$ cat config.mk
export PLATFORM = sky130hd
export DESIGN_NAME = scs_port
export DESIGN_NICKNAME = d
export VERILOG_FILES = /design/src/scs_pkg.sv /design/src/scs_port.sv
export SDC_FILE = /design/constraint.sdc
export NUM_CORES = 1
export LEC_CHECK = 0
export ABC_AREA = 0
export BUFFER_PORTS_ARGS = -buffer_cell sky130_fd_sc_hd__buf_4
export CAP_MARGIN = 10
export CORE_UTILIZATION = 50
export DETAILED_ROUTE_END_ITERATION = 8
export PLACE_DENSITY = 0.81
export SYNTH_ARGS = -nofsm -noshare
export SYNTH_HDL_FRONTEND = slang
export SYNTH_SLANG_ARGS = --single-unit
export TNS_END_PERCENT = 20
$ cat constraint.sdc
create_clock -name clk_in -period 2.9 [get_ports clk_in]
set_clock_uncertainty 0.1 [all_clocks]
set_input_delay 0.145 -clock clk_in [delete_from_list [all_inputs] [get_ports clk_in]]
set_output_delay 0.145 -clock clk_in [all_outputs]
set_load 0.005 [all_outputs]
$ cat src/scs_pkg.sv
/*
 * package for the clock-stop serial port: configuration, state and carriers.
 * assumes a single 125 mhz core clock and no register bus.
 */
package scs_pkg;

    // ------------------------------------------------------------
    // widths and field values
    // ------------------------------------------------------------
    localparam int DIV_W = 8;
    localparam int WORD_W = 8;
    localparam int BIT_W = 4;
    localparam logic [1:0] CLK_STOP_NO_DELAY = 2'h2;
    localparam logic [DIV_W-1:0] SLAVE_DIVIDER = 8'h01;
    localparam logic [DIV_W-1:0] DIV_ONE = 8'h01;
    localparam logic [BIT_W-1:0] BITS_LAST = 4'h7;
    // slave data-valid delay after enable falls, in core cycles
    localparam logic [2:0] SLAVE_DX_DELAY = 3'h4;

    // ------------------------------------------------------------
    // state machine and carriers
    // ------------------------------------------------------------
    typedef enum logic [2:0] {
        ST_IDLE, ST_LEAD, ST_SHIFT, ST_TAIL, ST_HOLD
    } scs_state_type;

    typedef struct packed {
        logic master_mode;
        logic [1:0] clock_stop_select;
        logic tx_clock_polarity;
        logic rate_gen_source_select;
        logic [DIV_W-1:0] rate_gen_divider;
    } scs_cfg_type;

    typedef struct packed {
        logic serial_data_out;
        logic serial_data_oe;
        logic tx_bit_clock;
        logic tx_bit_clock_oe;
        logic tx_frame_sync;
        logic tx_frame_sync_oe;
    } scs_pins_type;

    typedef struct packed {
        scs_state_type state;
        logic [2:0] ext_sync;
        logic [1:0] bclk_sync;
        logic [1:0] fsx_sync;
        logic [1:0] fsr_sync;
        logic [1:0] din_sync;
        logic src_tick;
        logic [DIV_W-1:0] div_cnt;
        logic rg_clk;
        logic [DIV_W:0] phase_cnt;
        logic [BIT_W-1:0] bit_cnt;
        logic [WORD_W-1:0] tx_sh;
        logic [WORD_W-1:0] rx_sh;
        logic bclk_prev;
        logic en_prev;
        logic [2:0] dly;
        scs_pins_type pins;
        logic [WORD_W-1:0] rx_word;
        logic rx_valid;
        logic busy;
        logic tx_ready;
    } scs_state_all_type;

endpackage : scs_pkg

$ cat src/scs_port.sv
/*
 * clock-stop serial port, mode "clock stop 10b, tx clock polarity 0",
 * acting as spi master or spi slave on 8-bit words.
 * assumes configuration is held stable while busy_out is high or changed
 * only between transfers; the pad logic resolves the three-signal pins.
 */
`timescale 1ns/1ns
// ------------------------------------------------------------
// Notes on behaviour
// ------------------------------------------------------------
// Notes on behaviour
// - rate input is two core cycles with source 1, external clock with 0
// - bit clock period is divider plus one rate-input periods, two when divider is zero
// - high phase divider/2+1 when even, (divider+1)/2 when odd or zero
// - low phase divider/2 when even, (divider+1)/2 when odd or zero
// - master drives tx frame sync inverted as active-low slave enable
// - slave inverts active-low enable on both frame-sync inputs
// - master drives tx clock and tx sync; rx clock and sync are inputs
// - slave mode forces source select 1 and divider 1
// - master lowers enable before rising clock edge starting the transfer
// - transmit data changes on rising bit clock edges
// - receive data sampled on falling bit clock edges
// - master asserts enable one low phase before first rising edge
// - master holds enable low one bit period after last falling edge
// - master releases data one low phase after last falling edge
// - slave releases data once enable returns high
// - slave drives first bit a few core cycles after enable falls
module scs_port import scs_pkg::*; (
    // clock and reset
    input wire logic clk_in,
    input wire logic rst_n_in,
    // configuration
    input wire scs_cfg_type cfg_in,
    // transmit word handshake
    input wire logic [WORD_W-1:0] tx_word_in,
    input wire logic tx_start_in,
    // external pins, sampled through two flops
    input wire logic rate_gen_ext_clock_in,
    input wire logic tx_bit_clock_in,
    input wire logic tx_frame_sync_n_in,
    input wire logic rx_frame_sync_n_in,
    input wire logic serial_data_in,
    // pins driven
    output scs_pins_type pins_out,
    output logic rx_clock_dir_out,
    output logic rx_sync_dir_out,
    // status and received data
    output logic [WORD_W-1:0] rx_word_out,
    output logic rx_valid_out,
    output logic busy_out,
    output logic tx_ready_out
);

    scs_state_all_type s_q, s_d;

    // ------------------------------------------------------------
    // next-state logic
    // ------------------------------------------------------------
    always_comb begin
        logic src_sel;
        logic [DIV_W-1:0] div;
        logic [DIV_W:0] hi_len;
        logic [DIV_W:0] lo_len;
        logic ext_rise;
        logic slv_en;
        logic bclk_now;
        logic rise;
        logic fall;
        logic active;
        s_d = s_q;
        s_d.rx_valid = 1'b0;
        // slave role pins the rate generator to a quarter of the core clock
        src_sel = cfg_in.master_mode ? cfg_in.rate_gen_source_select
                                     : 1'b1;
        div = cfg_in.master_mode ? cfg_in.rate_gen_divider
                                 : SLAVE_DIVIDER;
        active = (cfg_in.clock_stop_select == CLK_STOP_NO_DELAY) &&
                 !cfg_in.tx_clock_polarity;
        // input synchronisers
        s_d.ext_sync = {s_q.ext_sync[1:0], rate_gen_ext_clock_in};
        s_d.bclk_sync = {s_q.bclk_sync[0], tx_bit_clock_in};
        s_d.fsx_sync = {s_q.fsx_sync[0], tx_frame_sync_n_in};
        s_d.fsr_sync = {s_q.fsr_sync[0], rx_frame_sync_n_in};
        s_d.din_sync = {s_q.din_sync[0], serial_data_in};
        ext_rise = s_q.ext_sync[1] && !s_q.ext_sync[2];
        // rate input tick: every 2nd core cycle or per external rising edge
        s_d.src_tick = src_sel ? !s_q.src_tick : ext_rise;
        // phase lengths of the generated clock
        if (div[0] || div == '0) begin
            hi_len = ({1'b0, div} + 9'h001) >> 1;
            lo_len = ({1'b0, div} + 9'h001) >> 1;
        end else begin
            hi_len = ({1'b0, div} >> 1) + 9'h001;
            lo_len = {1'b0, div} >> 1;
        end
        // free-running rate generator output, period (1+div) ticks, 2 ticks when div is zero
        if (s_q.src_tick) begin
            if (s_q.phase_cnt == 9'h001 || s_q.phase_cnt == '0) begin
                s_d.rg_clk = !s_q.rg_clk;
                s_d.phase_cnt = s_q.rg_clk ? lo_len : hi_len;
            end else begin
                s_d.phase_cnt = s_q.phase_cnt - 9'h001;
            end
        end
        s_d.div_cnt = div;
        // slave enable inverted from either frame-sync input
        slv_en = !s_q.fsx_sync[1] || !s_q.fsr_sync[1];
        bclk_now = cfg_in.master_mode ? s_d.rg_clk : s_q.bclk_sync[1];
        rise = bclk_now && !s_q.bclk_prev;
        fall = !bclk_now && s_q.bclk_prev;
        s_d.bclk_prev = bclk_now;
        s_d.en_prev = slv_en;
        // master owns tx clock and tx sync; rx side are inputs
        s_d.pins.tx_bit_clock_oe = cfg_in.master_mode;
        s_d.pins.tx_frame_sync_oe = cfg_in.master_mode;
        // clock stops low between transfers
        s_d.pins.tx_bit_clock = cfg_in.master_mode &&
                                (s_q.state == ST_SHIFT) && s_d.rg_clk;
        // first rise leaves the lead state: show it on the pin at once
        if (rise && s_q.state == ST_LEAD && cfg_in.master_mode) begin
            s_d.pins.tx_bit_clock = 1'b1;
        end
        unique case (s_q.state)
            ST_IDLE: begin
                s_d.pins.tx_frame_sync = 1'b1;
                s_d.pins.serial_data_oe = 1'b0;
                s_d.busy = 1'b0;
                s_d.tx_ready = active;
                s_d.bit_cnt = '0;
                if (active && cfg_in.master_mode && tx_start_in &&
                    fall) begin
                    // enable low now: one low phase ahead of rise
                    s_d.tx_sh = tx_word_in;
                    s_d.pins.tx_frame_sync = 1'b0;
                    s_d.pins.serial_data_oe = 1'b1;
                    s_d.pins.serial_data_out = tx_word_in[WORD_W-1];
                    s_d.busy = 1'b1;
                    s_d.tx_ready = 1'b0;
                    s_d.state = ST_LEAD;
                end else if (active && !cfg_in.master_mode &&
                             slv_en && !s_q.en_prev) begin
                    s_d.tx_sh = tx_word_in;
                    s_d.dly = SLAVE_DX_DELAY;
                    s_d.busy = 1'b1;
                    s_d.tx_ready = 1'b0;
                    s_d.state = ST_LEAD;
                end
            end
            ST_LEAD: begin
                if (cfg_in.master_mode) begin
                    // transfer begins on the next rising edge
                    if (rise) begin
                        s_d.state = ST_SHIFT;
                    end
                end else if (s_q.dly == 3'h1) begin
                    s_d.pins.serial_data_oe = 1'b1;
                    s_d.pins.serial_data_out = s_q.tx_sh[WORD_W-1];
                    s_d.state = ST_SHIFT;
                end else begin
                    s_d.dly = s_q.dly - 3'h1;
                end
            end
            ST_SHIFT: begin
                // first rise keeps bit 7; later rises shift out
                if (rise && s_q.bit_cnt != '0) begin
                    s_d.pins.serial_data_out = s_q.tx_sh[WORD_W-1];
                end
                if (fall) begin
                    s_d.rx_sh = {s_q.rx_sh[WORD_W-2:0],
                                 s_q.din_sync[1]};
                    s_d.tx_sh = {s_q.tx_sh[WORD_W-2:0], 1'b0};
                    s_d.bit_cnt = s_q.bit_cnt + 4'h1;
                    if (s_q.bit_cnt == BITS_LAST) begin
                        s_d.rx_word = {s_q.rx_sh[WORD_W-2:0],
                                       s_q.din_sync[1]};
                        s_d.rx_valid = 1'b1;
                        s_d.state = ST_TAIL;
                    end
                end
                if (!cfg_in.master_mode && !slv_en) begin
                    s_d.pins.serial_data_oe = 1'b0;
                    s_d.state = ST_IDLE;
                end
            end
            ST_TAIL: begin
                if (cfg_in.master_mode) begin
                    // low phase after the last fall, then release data
                    if (rise) begin
                        s_d.pins.serial_data_oe = 1'b0;
                        s_d.state = ST_HOLD;
                    end
                end else if (!slv_en) begin
                    s_d.pins.serial_data_oe = 1'b0;
                    s_d.state = ST_IDLE;
                end
            end
            ST_HOLD: begin
                // enable stays low a full period past the last fall
                if (fall) begin
                    s_d.pins.tx_frame_sync = 1'b1;
                    s_d.state = ST_IDLE;
                end
            end
            default: begin
                s_d.state = ST_IDLE;
            end
        endcase
    end

    // ------------------------------------------------------------
    // state register
    // ------------------------------------------------------------
    always_ff @(posedge clk_in or negedge rst_n_in) begin
        if (!rst_n_in) begin
            s_q <= '0;
            s_q.state <= ST_IDLE;
            s_q.pins.tx_frame_sync <= 1'b1;
            // enable synchronisers start at the idle high level
            s_q.fsx_sync <= '1;
            s_q.fsr_sync <= '1;
        end else begin
            s_q <= s_d;
        end
    end

    // ------------------------------------------------------------
    // outputs
    // ------------------------------------------------------------
    assign pins_out = s_q.pins;
    assign rx_clock_dir_out = 1'b0;
    assign rx_sync_dir_out = 1'b0;
    assign rx_word_out = s_q.rx_word;
    assign rx_valid_out = s_q.rx_valid;
    assign busy_out = s_q.busy;
    assign tx_ready_out = s_q.tx_ready;

endmodule : scs_port

==> impl_metrics.env <==
export IMPL_holdCritPathClass="in2reg"
export IMPL_timing_critical_path_from_type="flip-flop"
export IMPL_tightestPinTransition_ns=0.8018
export IMPL_grt_antenna_before_repair=0
export IMPL_routed_length_on_met3_microns=382
export IMPL_ratio_of_final_minimum_period_to_clock_period=0.9265
export IMPL_power_per_cell_area_mw_per_mm2=826.6
export IMPL_seq_power_share=0.423
export IMPL_max_slew_margin=0.4655
export IMPL_post_route_cells_drive_above_1_share=0.2610
export IMPL_routed_wire_length_per_instance_microns=15.73
export IMPL_finalWirelength_microns=7345
export IMPL_initial_core_util=0.5165
export IMPL_residual_antenna_violating_net_count_after_detailed_routing=0
export IMPL_drt_pre_antenna_iters=4
export IMPL_switching_power_as_a_share_of_total_power=0.3826
export IMPL_synth_seq_area_share=0.4679
export IMPL_floorplan_die_width_microns=85.54
export IMPL_detail_route_drc_violations=0
export IMPL_largest_fanout_on_the_critical_path=7
export IMPL_critical_path_endpoint_type="flip-flop"
export IMPL_synth_ff_type="dfrtp_1"
export IMPL_synth_edf_count=0
export IMPL_postSynthAreaPerCell_sq_um=10.17
export IMPL_tritoncts_buffer_count=9
export IMPL_finalHoldViolations=0
export IMPL_rr_endpoint="pins_out[5]"
export IMPL_setup_violations_final=0
export IMPL_worst_path_buf_inv=1
export IMPL_min_delay_worst_endpoint="s_q[34]"
export IMPL_fp_dieH_microns=85.54
export IMPL_port_buffers=45
export IMPL_drt_iter0_drc=242
export IMPL_synth_cell_type_count=63
export IMPL_via_count_of_the_first_global_routing_pass=2575
export IMPL_timing_final_max_slew_violations=0
export IMPL_wl_met1_microns=3324
export IMPL_status="finished clean"
export IMPL_floorplan_rows=30
export IMPL_dr_total_vias=2718
export IMPL_synth_cell_area_sq_mm=0.003490
export IMPL_power_leakage_nw=1.872
export IMPL_ff2ff_setup_slack_ns=0.21
export IMPL_globalRoute_totalOverflow=0
export IMPL_clock_tree_htree_level_count=3
export IMPL_standard_cell_with_the_maximum_stage_delay_on_the_critical_path="a2111oi_2"
export IMPL_final_core_utilization=0.6061
export IMPL_switchingPower_mw=1.295
export IMPL_max_cap_violations=0
export IMPL_fp_coreArea_sq_mm=0.006756
export IMPL_hold_path_depth=3
export IMPL_min_from="tx_word_in[4]"
export IMPL_critPathMaxStageDelay_ns=0.41
export IMPL_top_layer="met4"
export IMPL_clk_root_buffer_cell="clkbuf_8"
export IMPL_area_growth_syn_to_layout_pct=17.35
export IMPL_io_pins=48
export IMPL_grt_setup_unrepaired="false"
export IMPL_clock_latency_ns=0.35
export IMPL_grt_pass1_wl_microns=12050
export IMPL_vias_per_std_cell=5.820
export IMPL_gp_routability_congestion=0.8959
export IMPL_num_antenna_cells=0
export IMPL_timing_critical_path_required_ns=3.03
export IMPL_final_setup_tns_ns=0
export IMPL_clockPowerShare=0.233
export IMPL_power_combinational_fraction=0.345
export IMPL_internal_dissipation_mw=2.090
export IMPL_grt_start_max_net_pins=66
export IMPL_cts_sinks=65
export IMPL_netlist_instances=343
export IMPL_rr_worst_depth=8
export IMPL_worstPathArrival_ns=2.82
export IMPL_total_number_of_yosys_warnings=0
export IMPL_criticalPathCategory="reg2reg"
export IMPL_dr_wl_met2_microns=3512
export IMPL_clk_pin_slew_ns=0.08
export IMPL_post_cts_repair_setup_buffers=0
export IMPL_layout_filler_cells=557
export IMPL_gr_usage_all_layers=0.2134
export IMPL_max_clock_path_buffers=2
export IMPL_cts_tree="built"
export IMPL_finish_net_count=421
export IMPL_synthesis_stage_register_bit_count=65
export IMPL_crit_reg2reg_launch="s_q[42]"
export IMPL_max_vdd_ir_drop_mv=0.5686
export IMPL_crit_path_cell_trace="inv_1 > ha_1 > or2_1 > nand4_1 > xor2_4 > nand2_1 > a2111oi_2 > mux2_2"
export IMPL_critPathTopFamily="simple AND/OR/NAND/NOR gates"
export IMPL_finalWorstPathRequiredPeriod_ns=2.687
export IMPL_die_area_sq_mm=0.007317
export IMPL_timing_fmax_mhz=372.2
export IMPL_async_flop_share=1.000
export IMPL_post_dp_hpwl_microns=4925
[through the flow]
step | instance area (sq um) | total power, mW | instances | hold slack, ns | setup WS, ns
6_report | 4095 | 3.385 | 467 | 0.02240 | 0.2132
5_1_grt | 4095 | 3.602 | 467 | 0.03752 | 0.02799
4_1_cts | 4079 | 3.358 | 467 | 0.005230 | 0.1634
3_5_place_dp | 3787 | 2.552 | 442 | 0.1544 | 0.1807
3_3_place_gp | 3787 | 2.494 | 442 | 0.1545 | 0.3008
2_1_floorplan | 3493 | 2.237 | 344 | -0.2506 | 0.4634
[what timing repair did]
action                                  4_1_cts  5_1_grt
gates resized for setup                       0        2
endpoints found under the setup margin        0        1
endpoints found under the hold margin        68        0
hold buffers                                  9        0
[power by group through the flow]
stage               Sequential (mW)  Combinational (mW)  Clock, mW
finish                         1.43                1.17      0.788
global route                   1.46                1.30      0.840
CTS                            1.41                1.14      0.806
detailed placement             1.42                1.13          0
global placement               1.41                1.08          0
floorplan                      1.31               0.928          0
[state kept, by name, summed over array words and instances (netlist names)]
register,count
busy_out,1
pins_out,5
rx_valid_out,1
rx_word_out,8
s_d,6
s_q,43
tx_ready_out,1
[synth_stat cells, types with 2 or more instances]
master / n / share of area
a211oi_1: 4 / 0.0086
ha_1: 10 / 0.036
buf_2: 2 / 0.0029
nand2_1: 24 / 0.026
nand4_1: 5 / 0.0090
a31oi_1: 3 / 0.0054
a32o_1: 2 / 0.0057
nor2_1: 25 / 0.027
o21a_1: 4 / 0.0086
and3_1: 5 / 0.0090
o31a_1: 2 / 0.0050
nand2b_1: 6 / 0.011
o21ai_0: 12 / 0.017
buf_4: 17 / 0.037
xnor2_1: 6 / 0.015
nor3_4: 2 / 0.0093
mux2_2: 18 / 0.058
o31ai_1: 2 / 0.0043
nor3_1: 5 / 0.0072
mux2i_1: 2 / 0.0057
dfstp_2: 5 / 0.038
clkbuf_1: 11 / 0.012
xor2_1: 2 / 0.0050
and2_1: 3 / 0.0054
nor3b_1: 4 / 0.0086
dfrtp_1: 60 / 0.43
nor2b_1: 3 / 0.0054
a21oi_1: 22 / 0.032
nand3_1: 15 / 0.022
a22oi_1: 8 / 0.017
o221ai_2: 2 / 0.0086
o22a_1: 2 / 0.0050
a21boi_0: 2 / 0.0043
nand3b_1: 5 / 0.011
inv_1: 15 / 0.016
[per-layer routing]
layer,up-vias,track usage
met3,17,0.05197
met2,88,0.3193
met1,1323,0.2977
met5,-,0
li1,1290,-
met4,0,0.09242
[how the worst max path moves through the flow]
stage / from / to / slack, ns / cells after the start
after floorplan: s_q[42] / pins_out[5] / 0.46 / 8
after global placement: s_q[45] / pins_out[5] / 0.30 / 6
after detailed placement: s_q[45] / pins_out[5] / 0.18 / 6
after CTS: s_q[45] / pins_out[5] / 0.16 / 6
after global routing: s_q[42] / pins_out[5] / 0.03 / 8
final: s_q[42] / pins_out[5] / 0.21 / 8
[final cells by class]
class / count / area (sq um) / area share
flip-flops and latches: 65 / 1633 / 0.3987
clock inverters: 7 / 77.57 / 0.01894
multi-input cells: 232 / 1643 / 0.4012
clock buffers: 9 / 123.9 / 0.03025
repair buffers: 58 / 457.9 / 0.1118
well taps: 80 / 100.1 / 0.02444
inverters: 16 / 60.06 / 0.01467
[logic make-up (layout without fill, tap and decap cells)]
kind of cell	count (synthesis)	after routing	synth area share
compound gates	78	78	0.1560
xor+xnor	9	9	0.02474
fa+ha+maj	10	10	0.03586
buf+inv	47	90	0.06956
flops	65	65	0.4679
mux	21	21	0.06705
other cells	1	2	0.001075
simple gates	112	112	0.1778
[worst min-delay path, delay by kind of cell]
family	cells	cell delay (ns)
compound gates	2	0.20
buf+inv	1	0.08
[cell usage in the layout, fill, tap and decap left out, drive strengths merged, types with 3 or more instances in the layout]
cell type / Yosys / final
dfrtp: 60 / 60
buf: 20 / 49
nor2: 25 / 25
nand2: 24 / 24
a21oi: 22 / 22
mux2: 19 / 19
inv: 16 / 19
nand3: 15 / 15
o21ai: 12 / 12
ha: 10 / 10
clkbuf: 11 / 9
dlygate4sd3: 0 / 9
a22oi: 8 / 8
nor3: 8 / 8
nand2b: 6 / 6
xnor2: 6 / 6
nand4: 5 / 5
nand3b: 5 / 5
and3: 5 / 5
dfstp: 5 / 5
nor3b: 4 / 4
a211oi: 4 / 4
o21a: 4 / 4
and2: 3 / 3
nor2b: 3 / 3
a31oi: 3 / 3
nor4: 3 / 3
o221ai: 3 / 3
xor2: 3 / 3
(Power assumes the default switching activity.)
